[src/pkg/usm_pkg.sv]
/*
  Package for the serial controller sub-mode and status block: register offsets,
  field positions, reset values and enumerations.
  Assumes a 32-bit AXI4-Lite slave with one register per aligned word.
*/
package usm_pkg;
  // Register byte addresses.
  localparam logic [3:0] USM_OFS_COMMAND = 4'h0;
  localparam logic [3:0] USM_OFS_STATUS = 4'h4;
  localparam logic [3:0] USM_OFS_MODE = 4'h8;
  localparam logic [3:0] USM_OFS_SYNC = 4'hC;
  // Command register fields.
  localparam int USM_CMD_TRANSMITTER_ENABLE = 0;
  localparam int USM_CMD_DTR = 1;
  localparam int USM_CMD_RECEIVER_ENABLE = 2;
  localparam int USM_CMD_RSTERR = 4;
  localparam int USM_CMD_RTS = 5;
  localparam int USM_CMD_SUB_LO = 6;
  // Mode register fields.
  localparam int USM_MODE_SYNC = 0;
  localparam int USM_MODE_PAR = 4;
  localparam int USM_MODE_TRANSP = 6;
  localparam int USM_MODE_SYNCNT = 7;
  // Status register fields.
  localparam int USM_ST_TRANSMITTER_READY = 0;
  localparam int USM_ST_RECEIVER_READY = 1;
  localparam int USM_ST_EMTCHG = 2;
  localparam int USM_ST_PARDLE = 3;
  localparam int USM_ST_OVR = 4;
  localparam int USM_ST_FRMSYN = 5;
  localparam int USM_ST_DCD = 6;
  localparam int USM_ST_DSR = 7;
  // Reset values.
  localparam logic [7:0] USM_CMD_RST = 8'h00;
  localparam logic [7:0] USM_MODE_RST = 8'h00;
  localparam logic [7:0] USM_FIRST_SYNC_CHAR_RST = 8'h16;
  localparam logic [7:0] USM_SECOND_SYNC_CHAR_RST = 8'h16;
  localparam logic [7:0] USM_DLE_RST = 8'h10;
  localparam logic [1:0] USM_AXI_OKAY = 2'h0;
  localparam logic [1:0] USM_AXI_SLVERR = 2'h2;
  typedef enum logic [1:0]
  {
    USM_SUB_NORMAL,
    USM_SUB_ECHO,
    USM_SUB_LOCAL,
    USM_SUB_REMOTE
  } usm_sub_t;
endpackage

[src/pkg/usm_link_if.sv]
/*
  Interface carrying one received character event between the serial
  receiver and the status logic.
  Assumes both ends run on clk_sys.
*/
`timescale 1ns/1ps
interface usm_link_if;
  logic charValid;
  logic [7:0] charData;
  logic frameErr;
  logic parityErr;
  logic sendBit;
  logic txBusy;
  logic txDone;
  logic txLoad;
  logic [7:0] txData;
  modport rx
  (
    output charValid,
    output charData,
    output frameErr,
    output parityErr,
    output txBusy,
    output txDone,
    output sendBit,
    input txLoad,
    input txData
  );
  modport ctl
  (
    input charValid,
    input charData,
    input frameErr,
    input parityErr,
    input txBusy,
    input txDone,
    input sendBit,
    output txLoad,
    output txData
  );
endinterface

[src/hdl/usm_submode_status.sv]
/*
  Sub-mode routing and status logic of a serial communications controller,
  with an AXI4-Lite register slave.
  Assumes modem inputs, serial input and both bit clocks are asynchronous pins
  running far slower than clk_sys.
*/
`timescale 1ns/1ps

// What this block does
// - RTS rises one clock after last bit.
// - Normal sub-mode: independent transmitter and receiver.
// - Echo: received data retransmitted, host transmit blocked.
// - Echo only first break character, then mark.
// - Echo: receive clock, ready held, change only.
// - Single sync: strip first sync characters.
// - Double sync: strip sync and following second.
// - Transparent: strip DLE and following sync.
// - Detect bits unaffected by stripping.
// - Local loopback: internal loops, serial, RTS and DTR outputs held high.
// - Remote loopback: retransmit, no host data.
// - Transmit ready reflects holding register state.
// - Receive ready set on load, cleared on read.
// - Empty after character with nothing loaded.
// - DSR or DCD change sets change flag while transmitter or receiver is enabled, outside local loopback.
// - Parity or DLE-sequence flag and its clears.
// - Overrun on unread holding register.
// - Framing error checks first stop bit.
// - Sync detect on sync or DLE-sync.
// - Framing or sync flag clear conditions.
// - Status follows inverted DCD and DSR outside local loopback.
// - Reset-error command clears error flags.
module usm_submode_status
(
  input wire logic clk_sys,
  input wire logic rst_n,
  input wire logic [3:0] s_axi_awaddr,
  input wire logic s_axi_awvalid,
  output logic s_axi_awready,
  input wire logic [31:0] s_axi_wdata,
  input wire logic [3:0] s_axi_wstrb,
  input wire logic s_axi_wvalid,
  output logic s_axi_wready,
  output logic [1:0] s_axi_bresp,
  output logic s_axi_bvalid,
  input wire logic s_axi_bready,
  input wire logic [3:0] s_axi_araddr,
  input wire logic s_axi_arvalid,
  output logic s_axi_arready,
  output logic [31:0] s_axi_rdata,
  output logic [1:0] s_axi_rresp,
  output logic s_axi_rvalid,
  input wire logic s_axi_rready,
  input wire logic transmitClock,
  input wire logic receiveClock,
  input wire logic serialIn,
  input wire logic dcdIn_n,
  input wire logic dsrIn_n,
  input wire logic ctsIn_n,
  output logic serialOut,
  output logic rtsOut_n,
  output logic dtrOut_n,
  output logic txReadyOut_n,
  output logic rxReadyOut_n,
  output logic emptyChangeOut_n,
  output logic [7:0] rxHoldData
);
  // ==========================================================
  // Input synchronisers
  localparam int NSYNC = 6;
  logic [NSYNC-1:0] rawIn;
  logic [NSYNC-1:0] sync1_ff;
  logic [NSYNC-1:0] sync2_ff;
  logic txcPrev_ff;
  logic rxcPrev_ff;
  assign rawIn = {ctsIn_n, dsrIn_n, dcdIn_n, serialIn, receiveClock, transmitClock};
  genvar gi;
  generate
    for (gi = 0; gi < NSYNC; gi++)
    begin : g_sync
      always_ff @(posedge clk_sys or negedge rst_n)
      begin
        if (!rst_n)
        begin
          sync1_ff[gi] <= 1'b1;
          sync2_ff[gi] <= 1'b1;
        end
        else
        begin
          sync1_ff[gi] <= rawIn[gi];
          sync2_ff[gi] <= sync1_ff[gi];
        end
      end
    end
  endgenerate
  wire txcS = sync2_ff[0];
  wire rxcS = sync2_ff[1];
  wire rxdS = sync2_ff[2];
  wire dcdS_n = sync2_ff[3];
  wire dsrS_n = sync2_ff[4];

  // ==========================================================
  // Registers and decode
  logic [7:0] cmd_ff;
  logic [7:0] mode_ff;
  logic [7:0] first_sync_char_ff;
  logic [7:0] second_sync_char_ff;
  logic [7:0] dle_ff;
  logic [7:0] thr_ff;
  logic thrFull_ff;
  logic rtsHold_ff;
  logic receiver_ready_ff;
  logic emt_ff;
  logic chg_ff;
  logic parDle_ff;
  logic ovr_ff;
  logic frmSyn_ff;
  logic prevDle_ff;
  logic prevSyn1_ff;
  logic inSync_ff;
  logic breakEcho_ff;
  logic [1:0] mdmPrev_ff;
  logic awHeld_ff;
  logic wHeld_ff;
  logic [3:0] awAddr_ff;
  logic [31:0] wData_ff;
  logic [3:0] wStrb_ff;
  wire usm_pkg::usm_sub_t sub = usm_pkg::usm_sub_t'(cmd_ff[7:usm_pkg::USM_CMD_SUB_LO]);
  wire isSync = mode_ff[usm_pkg::USM_MODE_SYNC];
  wire transp = mode_ff[usm_pkg::USM_MODE_TRANSP];
  wire parOn = mode_ff[usm_pkg::USM_MODE_PAR];
  wire oneSyn = mode_ff[usm_pkg::USM_MODE_SYNCNT];
  wire isEcho = sub == usm_pkg::USM_SUB_ECHO && !isSync;
  wire isStrip = sub == usm_pkg::USM_SUB_ECHO && isSync;
  wire isLocal = sub == usm_pkg::USM_SUB_LOCAL;
  wire isRemote = sub == usm_pkg::USM_SUB_REMOTE;
  wire retrans = isEcho || isRemote;
  wire transmitter_enable = cmd_ff[usm_pkg::USM_CMD_TRANSMITTER_ENABLE] && !retrans;
  wire receiver_enable = cmd_ff[usm_pkg::USM_CMD_RECEIVER_ENABLE] || isLocal;
  wire wrFire = awHeld_ff && wHeld_ff && !s_axi_bvalid;
  wire rdFire = s_axi_arvalid && s_axi_arready;
  wire wrCmd = wrFire && awAddr_ff == usm_pkg::USM_OFS_COMMAND && wStrb_ff[0];
  wire wrMode = wrFire && awAddr_ff == usm_pkg::USM_OFS_MODE;
  wire wrSyncR = wrFire && awAddr_ff == usm_pkg::USM_OFS_SYNC;
  wire wrThr = wrFire && awAddr_ff == usm_pkg::USM_OFS_STATUS && wStrb_ff[0];
  wire rdStat = rdFire && s_axi_araddr == usm_pkg::USM_OFS_STATUS;
  wire rdHold = rdFire && s_axi_araddr == usm_pkg::USM_OFS_SYNC;
  wire resetErr = wrCmd && wData_ff[usm_pkg::USM_CMD_RSTERR];
  wire [7:0] nxt_cmd = {wData_ff[7:5], 1'b0, wData_ff[3:0]};

  // ==========================================================
  // Clock selection and loops
  wire txClk = retrans ? rxcS : txcS;
  wire rxClk = isLocal ? txcS : rxcS;
  wire bitRise = rxClk && !rxcPrev_ff;
  wire bitFall = !txClk && txcPrev_ff;
  usm_link_if link ();
  wire rxInBit = isLocal ? link.sendBit : rxdS;
  usm_serial_engine u_engine
  (
    .clk_sys(clk_sys),
    .rst_n(rst_n),
    .bitRise(bitRise),
    .bitFall(bitFall),
    .rxBit(rxInBit),
    .rxOn(receiver_enable),
    .parityOn(parOn),
    .link(link.rx)
  );

  // ==========================================================
  // Character classification
  wire [7:0] ch = link.charData;
  wire isSyn1 = ch == first_sync_char_ff;
  wire isDle = ch == dle_ff && transp;
  wire isSyn2 = ch == second_sync_char_ff && prevSyn1_ff && !oneSyn;
  wire synHit = transp && inSync_ff ? (isSyn1 && prevDle_ff) : (oneSyn ? isSyn1 : isSyn2);
  wire stripSingle = !transp && oneSyn && isSyn1;
  wire stripDouble = !transp && !oneSyn && (isSyn1 || isSyn2);
  wire stripTransp = transp && (isDle || (isSyn1 && prevDle_ff));
  wire strip = isStrip && (stripSingle || stripDouble || stripTransp);
  wire dleSeq = isSync && transp && !parOn && prevDle_ff && !isSyn1 && !isDle;
  wire breakChar = !isSync && link.frameErr && ch == 8'h00;
  wire load = link.charValid && !strip && !isRemote && receiver_enable;
  wire echoLoad = link.charValid && retrans && !(breakChar && !breakEcho_ff);
  wire hostLoad = thrFull_ff && transmitter_enable && !link.txBusy;
  wire mdmChange = {dsrS_n, dcdS_n} != mdmPrev_ff && (transmitter_enable || receiver_enable) && !isLocal;
  assign link.txLoad = echoLoad ? 1'b1 : hostLoad;
  assign link.txData = echoLoad ? ch : thr_ff;

  // ==========================================================
  // Command, mode and holding registers
  always_ff @(posedge clk_sys or negedge rst_n)
  begin
    if (!rst_n)
    begin
      cmd_ff <= usm_pkg::USM_CMD_RST;
      mode_ff <= usm_pkg::USM_MODE_RST;
      first_sync_char_ff <= usm_pkg::USM_FIRST_SYNC_CHAR_RST;
      second_sync_char_ff <= usm_pkg::USM_SECOND_SYNC_CHAR_RST;
      dle_ff <= usm_pkg::USM_DLE_RST;
      thr_ff <= 8'h00;
      thrFull_ff <= 1'b0;
    end
    else
    begin
      if (wrCmd)
        cmd_ff <= nxt_cmd;
      if (wrMode)
        mode_ff <= wData_ff[7:0];
      if (wrSyncR)
      begin
        first_sync_char_ff <= wData_ff[7:0];
        second_sync_char_ff <= wData_ff[15:8];
        dle_ff <= wData_ff[23:16];
      end
      if (wrThr && !retrans)
      begin
        thr_ff <= wData_ff[7:0];
        thrFull_ff <= 1'b1;
      end
      else if (hostLoad)
        thrFull_ff <= 1'b0;
    end
  end

  // ==========================================================
  // Status flags
  always_ff @(posedge clk_sys or negedge rst_n)
  begin
    if (!rst_n)
    begin
      receiver_ready_ff <= 1'b0;
      emt_ff <= 1'b0;
      chg_ff <= 1'b0;
      parDle_ff <= 1'b0;
      ovr_ff <= 1'b0;
      frmSyn_ff <= 1'b0;
      prevDle_ff <= 1'b0;
      prevSyn1_ff <= 1'b0;
      inSync_ff <= 1'b0;
      breakEcho_ff <= 1'b1;
      mdmPrev_ff <= 2'h3;
      rxHoldData <= 8'h00;
    end
    else
    begin
      mdmPrev_ff <= {dsrS_n, dcdS_n};
      // Sets are written after clears so an event wins over a clear, except emt_ff, where a holding-register write beats the empty set.
      if (!receiver_enable)
      begin
        receiver_ready_ff <= 1'b0;
        parDle_ff <= 1'b0;
        ovr_ff <= 1'b0;
        frmSyn_ff <= 1'b0;
        inSync_ff <= 1'b0;
      end
      else
      begin
        if (rdHold)
          receiver_ready_ff <= 1'b0;
        if (resetErr)
        begin
          parDle_ff <= 1'b0;
          ovr_ff <= 1'b0;
          if (!isSync)
            frmSyn_ff <= 1'b0;
        end
        if (rdStat && isSync)
          frmSyn_ff <= 1'b0;
        if (link.charValid)
        begin
          prevDle_ff <= isDle && !prevDle_ff;
          prevSyn1_ff <= isSyn1;
          if (isSync && synHit)
          begin
            frmSyn_ff <= 1'b1;
            inSync_ff <= 1'b1;
          end
          if (!isSync && link.frameErr)
            frmSyn_ff <= 1'b1;
          if (load)
            parDle_ff <= parOn ? link.parityErr : dleSeq;
          else if (isRemote && link.parityErr)
            parDle_ff <= 1'b1;
          if (load || isRemote)
            if (receiver_ready_ff && !rdHold)
              ovr_ff <= 1'b1;
          if (load)
          begin
            rxHoldData <= ch;
            receiver_ready_ff <= 1'b1;
          end
        end
        if (link.charValid && !isSync)
          breakEcho_ff <= !breakChar;
      end
      if (rdStat)
        chg_ff <= 1'b0;
      if (mdmChange)
        chg_ff <= 1'b1;
      if (wrThr)
        emt_ff <= 1'b0;
      else if (link.txDone && !thrFull_ff)
        emt_ff <= 1'b1;
    end
  end
  wire transmitter_ready = transmitter_enable && !thrFull_ff;
  wire emtChg = chg_ff || (emt_ff && !isEcho);
  wire [7:0] status = {!dsrS_n && !isLocal, isLocal ? cmd_ff[usm_pkg::USM_CMD_DTR] : !dcdS_n,
    frmSyn_ff, ovr_ff, parDle_ff, emtChg, receiver_ready_ff && !isRemote, transmitter_ready};

  // ==========================================================
  // Modem and serial outputs
  always_ff @(posedge clk_sys or negedge rst_n)
  begin
    if (!rst_n)
    begin
      txcPrev_ff <= 1'b1;
      rxcPrev_ff <= 1'b1;
      rtsHold_ff <= 1'b0;
      serialOut <= 1'b1;
      rtsOut_n <= 1'b1;
      dtrOut_n <= 1'b1;
      txReadyOut_n <= 1'b1;
      rxReadyOut_n <= 1'b1;
      emptyChangeOut_n <= 1'b1;
    end
    else
    begin
      txcPrev_ff <= txClk;
      rxcPrev_ff <= rxClk;
      if (wrCmd && cmd_ff[usm_pkg::USM_CMD_RTS] && !wData_ff[usm_pkg::USM_CMD_RTS])
        rtsHold_ff <= link.txBusy;
      else if (cmd_ff[usm_pkg::USM_CMD_RTS])
        rtsHold_ff <= 1'b0;
      else if (bitFall && !link.txBusy)
        rtsHold_ff <= 1'b0;
      serialOut <= isLocal ? 1'b1 : (isEcho && !breakEcho_ff && !link.txBusy) ? 1'b1
        : link.sendBit;
      rtsOut_n <= isLocal || !(cmd_ff[usm_pkg::USM_CMD_RTS] || rtsHold_ff);
      dtrOut_n <= isLocal || !cmd_ff[usm_pkg::USM_CMD_DTR];
      txReadyOut_n <= !transmitter_ready;
      rxReadyOut_n <= !(receiver_ready_ff && !isRemote);
      emptyChangeOut_n <= isRemote || !emtChg;
    end
  end

  // ==========================================================
  // AXI4-Lite slave
  always_ff @(posedge clk_sys or negedge rst_n)
  begin
    if (!rst_n)
    begin
      awHeld_ff <= 1'b0;
      wHeld_ff <= 1'b0;
      awAddr_ff <= 4'h0;
      wData_ff <= 32'h0000_0000;
      wStrb_ff <= 4'h0;
      s_axi_awready <= 1'b0;
      s_axi_wready <= 1'b0;
      s_axi_bvalid <= 1'b0;
      s_axi_bresp <= usm_pkg::USM_AXI_OKAY;
      s_axi_arready <= 1'b0;
      s_axi_rvalid <= 1'b0;
      s_axi_rdata <= 32'h0000_0000;
      s_axi_rresp <= usm_pkg::USM_AXI_OKAY;
    end
    else
    begin
      s_axi_awready <= !awHeld_ff && !s_axi_awready && s_axi_awvalid;
      s_axi_wready <= !wHeld_ff && !s_axi_wready && s_axi_wvalid;
      if (s_axi_awvalid && s_axi_awready)
      begin
        awHeld_ff <= 1'b1;
        awAddr_ff <= s_axi_awaddr;
      end
      if (s_axi_wvalid && s_axi_wready)
      begin
        wHeld_ff <= 1'b1;
        wData_ff <= s_axi_wdata;
        wStrb_ff <= s_axi_wstrb;
      end
      if (wrFire)
      begin
        s_axi_bvalid <= 1'b1;
        s_axi_bresp <= awAddr_ff[1:0] != 2'h0 ? usm_pkg::USM_AXI_SLVERR : usm_pkg::USM_AXI_OKAY;
      end
      else if (s_axi_bvalid && s_axi_bready)
      begin
        s_axi_bvalid <= 1'b0;
        awHeld_ff <= 1'b0;
        wHeld_ff <= 1'b0;
      end
      s_axi_arready <= !s_axi_arready && !s_axi_rvalid && s_axi_arvalid;
      if (rdFire)
      begin
        s_axi_rvalid <= 1'b1;
        s_axi_rresp <= s_axi_araddr[1:0] != 2'h0 ? usm_pkg::USM_AXI_SLVERR
          : usm_pkg::USM_AXI_OKAY;
        case (s_axi_araddr)
          usm_pkg::USM_OFS_COMMAND: s_axi_rdata <= {24'h000000, cmd_ff};
          usm_pkg::USM_OFS_STATUS: s_axi_rdata <= {24'h000000, status};
          usm_pkg::USM_OFS_MODE: s_axi_rdata <= {24'h000000, mode_ff};
          usm_pkg::USM_OFS_SYNC: s_axi_rdata <= {24'h000000, rxHoldData};
          default: s_axi_rdata <= 32'h0000_0000;
        endcase
      end
      else if (s_axi_rvalid && s_axi_rready)
        s_axi_rvalid <= 1'b0;
    end
  end
endmodule

[src/hdl/usm_serial_engine.sv]
/*
  Eight-bit serial engine: samples the serial input at the sampled receive bit clock's
  rising edges and shifts characters out on the sampled transmit bit clock's falling edges.
  Assumes clock and data inputs are already synchronised to clk_sys.
*/
`timescale 1ns/1ps
module usm_serial_engine
(
  input wire logic clk_sys,
  input wire logic rst_n,
  input wire logic bitRise,
  input wire logic bitFall,
  input wire logic rxBit,
  input wire logic rxOn,
  input wire logic parityOn,
  usm_link_if.rx link
);
  typedef enum logic [1:0] {USM_R_IDLE, USM_R_DATA, USM_R_PAR, USM_R_STOP} usm_rst_t;
  usm_rst_t rxState_ff;
  logic [2:0] rxCnt_ff;
  logic [7:0] rxSh_ff;
  logic rxPar_ff;
  logic [3:0] txCnt_ff;
  logic [8:0] txSh_ff;
  logic [7:0] frame;
  logic txActive;
  assign txActive = txCnt_ff != 4'h0;
  assign frame = rxSh_ff;

  // ==========================================================
  // Receiver
  always_ff @(posedge clk_sys or negedge rst_n)
  begin
    if (!rst_n)
    begin
      rxState_ff <= USM_R_IDLE;
      rxCnt_ff <= 3'h0;
      rxSh_ff <= 8'h00;
      rxPar_ff <= 1'b0;
      link.charValid <= 1'b0;
      link.frameErr <= 1'b0;
      link.parityErr <= 1'b0;
    end
    else
    begin
      link.charValid <= 1'b0;
      if (!rxOn)
        rxState_ff <= USM_R_IDLE;
      else if (bitRise)
        case (rxState_ff)
          USM_R_IDLE:
          begin
            rxCnt_ff <= 3'h0;
            rxPar_ff <= 1'b0;
            if (!rxBit)
              rxState_ff <= USM_R_DATA;
          end
          USM_R_DATA:
          begin
            rxSh_ff <= {rxBit, rxSh_ff[7:1]};
            rxPar_ff <= rxPar_ff ^ rxBit;
            rxCnt_ff <= rxCnt_ff + 3'h1;
            if (rxCnt_ff == 3'h7)
              rxState_ff <= parityOn ? USM_R_PAR : USM_R_STOP;
          end
          USM_R_PAR:
          begin
            link.parityErr <= rxPar_ff ^ rxBit;
            rxState_ff <= USM_R_STOP;
          end
          default:
          begin
            // Only the first stop bit is checked.
            link.frameErr <= !rxBit;
            link.charData <= frame;
            link.charValid <= 1'b1;
            if (!parityOn)
              link.parityErr <= 1'b0;
            rxState_ff <= USM_R_IDLE;
          end
        endcase
    end
  end

  // ==========================================================
  // Transmitter
  always_ff @(posedge clk_sys or negedge rst_n)
  begin
    if (!rst_n)
    begin
      txCnt_ff <= 4'h0;
      txSh_ff <= 9'h1FF;
      link.sendBit <= 1'b1;
      link.txDone <= 1'b0;
      link.txBusy <= 1'b0;
    end
    else
    begin
      link.txDone <= 1'b0;
      link.txBusy <= txActive || link.txLoad;
      if (link.txLoad && !txActive)
      begin
        txSh_ff <= {link.txData, 1'b0};
        txCnt_ff <= 4'hA;
      end
      else if (bitFall && txActive)
      begin
        link.sendBit <= txSh_ff[0];
        txSh_ff <= {1'b1, txSh_ff[8:1]};
        txCnt_ff <= txCnt_ff - 4'h1;
        if (txCnt_ff == 4'h1)
          link.txDone <= 1'b1;
      end
    end
  end
endmodule

[config.mk]
export PLATFORM = sky130hd
export DESIGN_NAME = usm_submode_status
export DESIGN_NICKNAME = d
export VERILOG_FILES = /design/src/pkg/usm_pkg.sv /design/src/pkg/usm_link_if.sv /design/src/hdl/usm_submode_status.sv /design/src/hdl/usm_serial_engine.sv
export SDC_FILE = /design/constraint.sdc
export NUM_CORES = 1
export LEC_CHECK = 0
export ABC_CLOCK_PERIOD_IN_PS = 2700
export BUFFER_PORTS_ARGS = -buffer_cell sky130_fd_sc_hd__buf_2
export CORE_MARGIN = 3
export CORE_UTILIZATION = 43
export CTS_BUF_LIST = sky130_fd_sc_hd__clkbuf_8
export DETAILED_ROUTE_END_ITERATION = 8
export PLACE_DENSITY = 0.75
export SYNTH_ARGS = -nofsm -noshare
export SYNTH_HDL_FRONTEND = slang
export SYNTH_SLANG_ARGS = --single-unit
[constraint.sdc]
create_clock -name clk_sys -period 2.7 [get_ports clk_sys]
set_input_delay 0.54 -clock clk_sys [delete_from_list [all_inputs] [get_ports clk_sys]]
set_output_delay 0.54 -clock clk_sys [all_outputs]
set_load 0.02 [all_outputs]
**After elaboration in Yosys (flattened, before gate mapping)**

Cells that the tools add are included.

- Add/subtract/negate cells: 2
- Equal/unequal tests: 23
- Mux-type cells: 77
- Bitwise logic cells: 4
- Reduce and logical (&&, ||, !) cells: 153

Operator list:

| kind | count |
|---|---|
| logical AND 1 bit | 74 |
| two-way mux 1 bit | 61 |
| zero test 1 bit | 37 |
| case mux 8 bit (4 select lines) | 1 |
| equality test 8 bit | 3 |
| two-way mux 9 bit | 2 |
| nonzero test 2 bit | 9 |
| equality test 4 bit, second input constant | 4 |
| AND reduction 3 bit | 5 |
| logical OR 1 bit | 14 |
| two-way mux 2 bit | 6 |
| equality test 4 x 3 -> 1 bit, second input constant | 2 |
| zero test 4 bit | 2 |
| zero test 8 bit | 1 |
| two-way mux 4 bit | 2 |
| two-way mux 8 bit | 1 |
| inequality test 2 x 1 -> 1 bit, second input constant | 4 |
| AND reduction 2 bit | 4 |
| AND reduction 4 bit | 2 |
| equality test 2 bit, second input constant | 3 |
| case mux 2 bit (3 select lines) | 1 |
| case mux 3 bit (2 select lines) | 1 |
| equality test 2 x 1 -> 1 bit, second input constant | 2 |
| equality test 4 x 1 -> 1 bit, second input constant | 1 |
| other kinds (14) | 17 |

- Flip-flop bits (word level): 200
- Bits of input ports: 57
- Output and inout bits: 55
- Logic and storage cells: 323

**Longest topological paths before layout**

- Word-level depth: 16
- Mapped depth: 9
- Mapped depth without buffers: 7

**Hierarchy**

Synthesis repeated with hierarchy kept, for this count alone.

- Cells, all modules: 589
- Area total of the unflattened synthesis: 7785.0 um^2

Modules (own cells, without submodules):

| module | times used | cells each | area each (um^2) | seq. area each (um^2) |
|---|---|---|---|---|
| usm_submode_status | 1 | 453 | 5998.3 | 3363.2 |
| usm_serial_engine | 1 | 136 | 1786.7 | 1078.5 |

**Least setup slack after synthesis**

Ideal clock, no wire load.

- Kind: register -> register
- Start point: register s_axi_bvalid
- End point: register parDle_ff
- Library setup time: 0.126 ns
- Arrival: 1.837 ns
- Required time: 2.574 ns
- Path slack: 0.737 ns
- Cell stages (with the launch flop): 7
- Buffers on the path: 0
- Clock period less this slack: 1.963 ns
- Cell sequence: dfrtp_1 -> nand3b_1 -> nor3_2 -> nor4bb_1 -> nand2_1 -> a32o_1 -> a311o_1

- Longest elaborated chain between the ends: 10

Ends and longest elaborated chain:

| item | RTL line | source |
|---|---|---|
| start: declaration | usm_submode_status.sv:44 | `output logic s_axi_bvalid,` |
| start signal: assignment | usm_submode_status.sv:361 | `s_axi_bvalid <= 1'b0;` |
| start signal: assignment | usm_submode_status.sv:385 | `s_axi_bvalid <= 1'b1;` |
| start signal: assignment | usm_submode_status.sv:390 | `s_axi_bvalid <= 1'b0;` |
| zero test 1 bit (*) | usm_submode_status.sv:139 | `wire wrFire = awHeld_ff && wHeld_ff && !s_axi_bvalid;` |
| logical AND 1 bit (*) | usm_submode_status.sv:139 |  |
| logical AND 1 bit (*) (2 in a row) | usm_submode_status.sv:141 | `wire wrCmd = wrFire && awAddr_ff == usm_pkg::USM_OFS_COMMAND && wStrb_ff[0];` |
| logical AND 1 bit (*) | usm_submode_status.sv:147 | `wire resetErr = wrCmd && wData_ff[usm_pkg::USM_CMD_RSTERR];` |
| two-way mux 1 bit (*) | usm_submode_status.sv:261 | `if (resetErr)` |
| two-way mux 1 bit | usm_submode_status.sv:283 | `else if (isRemote && link.parityErr)` |
| two-way mux 1 bit | usm_submode_status.sv:281 | `if (load)` |
| two-way mux 1 bit (*) | usm_submode_status.sv:270 | `if (link.charValid)` |
| two-way mux 1 bit (*) | usm_submode_status.sv:249 | `if (!receiver_enable)` |
| end signal: assignment | usm_submode_status.sv:282 | `parDle_ff <= parOn ? link.parityErr : dleSeq;` |
| end: declaration | usm_submode_status.sv:114 | `logic parDle_ff;` |

Every way passes the cells marked *; elsewhere a longest branch is shown, timed or not.
A chain may end at the register's enable or synchronous reset.

**Final worst setup path**

- Start point: register u_engine.link.charData[2]
- End point: register rxHoldData[7]

- Longest elaborated chain between the ends: 13
- Elaborated cells between the ends (all ways): 20
- Those cells by class: eq/ne: 3; reduce/logical: 17

Ends and longest elaborated chain:

| item | RTL line | source |
|---|---|---|
| start: declaration | usm_link_if.sv:20 | `output charData,` |
| start signal: assignment | usm_serial_engine.sv:75 | `link.charData <= frame;` |
| equality test 8 bit | usm_submode_status.sv:175 | `wire isSyn2 = ch == second_sync_char_ff && prevSyn1_ff && !oneSyn;` |
| logical AND 1 bit (2 in a row) | usm_submode_status.sv:175 |  |
| logical OR 1 bit | usm_submode_status.sv:178 | `wire stripDouble = !transp && !oneSyn && (isSyn1 \|\| isSyn2);` |
| logical AND 1 bit | usm_submode_status.sv:178 |  |
| logical OR 1 bit | usm_submode_status.sv:180 | `wire strip = isStrip && (stripSingle \|\| stripDouble \|\| stripTransp);` |
| logical OR 1 bit (*) | usm_submode_status.sv:180 |  |
| logical AND 1 bit (*) | usm_submode_status.sv:180 |  |
| zero test 1 bit (*) | usm_submode_status.sv:183 | `wire load = link.charValid && !strip && !isRemote && receiver_enable;` |
| logical AND 1 bit (*) (3 in a row) | usm_submode_status.sv:183 |  |
| AND reduction 3 bit (no source line) (*) | n/a |  |
| end signal: assignment | usm_submode_status.sv:290 | `rxHoldData <= ch;` |
| end: declaration | usm_submode_status.sv:65 | `output logic [7:0] rxHoldData` |

Marks and branches as above.

==> metrics.md <==
| Metric | Value |
|---|---|
| Simple logic cell fraction of the synthesized area | 7.94% |
| Total power | 7.89 mW |
| CTS tree | built |
| Port bufs | 73 |
| Max frequency | 405 MHz |
| Num CTS Buffers | 17 |
| Vias | 4,841 |
| Power density over cell area | 907 nW/um^2 |
| Initial drt markers | 284 |
| Hold Startpoint | transmitClock |
| RSZ-0062 raised after global routing | no |
| Via density | 5.30 |
| Crit path launch type | register |
| GP Congestion | 0.877 |
| Antenna diodes | 0 |
| DR WL/cell | ~18 microns |
| CP Max Fanout | 10 |
| Worst-path clk slew | around 0.090 ns |
| Die Footprint | 19,600 sq um |
| H-tree lvl count | 4 |
| RR Endpoint | rxHoldData[7] |
| Final setup viols | 0 |
| Status | finished, final reports clean |
| WL final | about 16,000 microns |
| Synth unique cells | 61 |
| Post-cts resize count | 0 |
| Die width | around 140 microns |
| Crit end category | register |
| Post-synthesis adder-cell area fraction | 1.62% |
| MaxCap Viol Count | 0 |
| Crit path DAT | 2.82 ns |
| Levels on crit path | 7 |
| Vias in the first global route | roughly 5,000 |
| Buf/Inv on CP | 1 |
| Final TNS setup | 0 ns |
| Layout cell share with drive strength beyond 1 | 38.0% |
| Syn_area_per_cell | 13.0 sq um |
| Initial Util | between 40% and 50% |
| Residual DRC | 0 |
| Crit path max-delay cell type | edfxtp_1 |
| Fin nets | 743 |
| Final worst-path cycle share | 91.5% |
| Reg2reg path depth | 7 |
| Final std cells w/o fill | 914 |
| Count leader, synth | dfrtp_1 |
| Worst-Skew Late Latency | between 0.4 and 0.5 ns |
| Least-Margin Pin Slew | 0.856 ns |
| Most frequent cells after synthesis | dfrtp_1, mux2_2, dfstp_2, nand2_1, buf_4 |
| Tmin final | approximately 2.5 ns |
| Hold Path Stages | 1 |
| Crit path largest cell delay | 0.59 ns |
| Yosys reg bits | 174 |
| Largest family of logic cells by synthesized area | multiplexers |
| Asr flop ratio synth | between 90% and 100% |
| Routed Antenna Nets | 0 |
| Final Hold Fails | 0 |
| Clk buf depth | 2 |
| Worst VDD drop | 0.718 mV |
| Synth area leaders | dfrtp_1, dfstp_2, mux2_2, buf_4, edfxtp_1 |
| Clock Skews | approximately 0.012 ns |
| Placed Area | 8290 sq um |
| Total GRT Usage | between 15 and 20% |
| Reg2reg setup slack | around 0.23 ns |
| Xor and xnor area share after synthesis | 3.17% |
| Slew Viols, Final | 0 |
| Clk root buf | clkbuf_8 |
| Largest net degree at the start of global routing | 167 |
| TritonRoute pass-1 iters | 6 |
| Grt total ovfl | 0 |
| Synthesized area | 7740 sq um |
| Sink Count | 174 |
| Post-synth EDFFs | 8 |
| Leak Pwr | about 4 nW |
| Complex-gate fraction of the synthesized area | 6.55% |
| Main flop type after synthesis | dfrtp_1 |
| Seq/Total Area, Yosys | 57.4% |
| Worst path cell trace | xor2_1, nor3_1, nor4b_1, o21a_1, or2_1, buf_4, mux2_4 |
| WHS | 0.168 ns |
| Mux cell area share after synthesis | a little under a fifth |
| First-pass GRT wire length | 26,400 microns |
| P&R area growth vs syn | 12.3% |
| Synthesis Warnings | 0 |
| Initial antenna violation count | 0 |
| Setup Buffers After CTS | 0 |
| Cell taking the most area after synthesis | dfrtp_1 |
| Hold Crit Endpoint | sync1_ff[0] |
| HPWL after detailed placement | ~12,000 microns |
| CTS Hold Buffers Added | 0 |
| Critical path class | reg2reg |
| Die height | 140 microns |
| Required @ worst endpoint | 3.05 ns |
| Worst min path class | in2reg |
| CP top delay family | simple AND/OR/NAND/NOR gates |
| Reg2reg start | u_engine.link.charData[2] |
| Normalized max-slew margin | 43.0% |
| I/O pin count | 112 |
| Cells after DPL | 882 |
| Final instance area | 8690 sq um |
| Mapped Cells | 594 |
| Top cell type's share of synthesized area | between 40% and 50% |
| Area of the core | 17,500 sq um |
| Site Rows | 48 |
==> area by class of cell <==
cell class	count	area (sq um)
clock inverters	13	138
multi-input cells	377	3000
inverters	17	63.8
flip-flops and latches	174	4440
clock buffers	19	262
fillers	1531	8790
repair buffers	89	504
well taps	225	282
==> sequential cells by signal, summed over array words and instances, names as in the netlist, 2 cells and up <==
name,cells
u_engine.frame,8
mode_ff,8
u_engine.txSh_ff,9
awAddr_ff,4
u_engine.link.charData,8
sync1_ff,5
second_sync_char_ff,8
dle_ff,8
rxHoldData,8
s_axi_rdata,8
first_sync_char_ff,8
wData_ff,24
u_engine.rxCnt_ff,3
thr_ff,8
cmd_ff,7
mdmPrev_ff,2
u_engine.txCnt_ff,4
u_engine.rxState_ff,2
==> cell families after synthesis <==
group | after synthesis
AOI/OAI and AO/OA | 73
xor gates and xnor gates | 28
and+or+nand+nor | 120
DFF | 174
buffers and inverters | 68
muxes | 120
other | 1
adders and majority gates | 10
==> layout by cell type (no fill, tap or decap), drive strengths merged, types with 4 or more instances in the layout <==
master	n
a221o	5
xor2	5
and3	5
nor3	6
nor2	28
ha	10
nand3b	4
a22o	12
edfxtp	8
mux2i	20
o21ai	22
nand4	7
mux2	96
mux4	4
inv	21
nand3	7
a21oi	14
xnor2	23
nand2	38
conb	26
clkbuf	19
dfstp	38
clkinv	6
buf	89
dfrtp	128
==> power by group <==
part           internal (mW)  total (mW)  switching, mW  leakage (nW)
Clock                  0.874        1.81          0.935         0.206
Combinational           1.00        1.91          0.908          1.74
Sequential              3.49        4.17          0.679          2.12
Total                   5.36        7.89           2.52          4.06
==> how the worst max path moves through the flow <==
stage,startpoint,to,slack (ns)
detailed placement,u_engine.link.charData[2],rxHoldData[6],0.22
CTS,u_engine.link.charData[2],rxHoldData[7],0.18
global route,u_engine.link.charData[1],u_engine.txCnt_ff[1],0.08
floorplan,s_axi_bvalid,parDle_ff,0.74
global placement,u_engine.link.charData[2],rxHoldData[7],0.26
finish,u_engine.link.charData[2],rxHoldData[7],0.23
==> per-stage QoR <==
stage / worst slack, ns / utilization [%]
final: 0.230 / 49.7
after global routing: 0.0822 / 49.7
after CTS: 0.185 / 49.7
after detailed placement: 0.225 / 47.4
after global placement: 0.264 / 47.4
after floorplan: 0.737 / -
==> layer usage <==
layer | vias up | GRT usage (%) | routed length (microns)
met1 | 2422 | 22.2 | 7160
met3 | 25 | 4.27 | 957
met2 | 174 | 27.7 | 7860
li1 | 2220 | - | -
met5 | - | 0 | 0
met4 | 0 | 6.78 | 353
(Power assumes the default switching activity.)
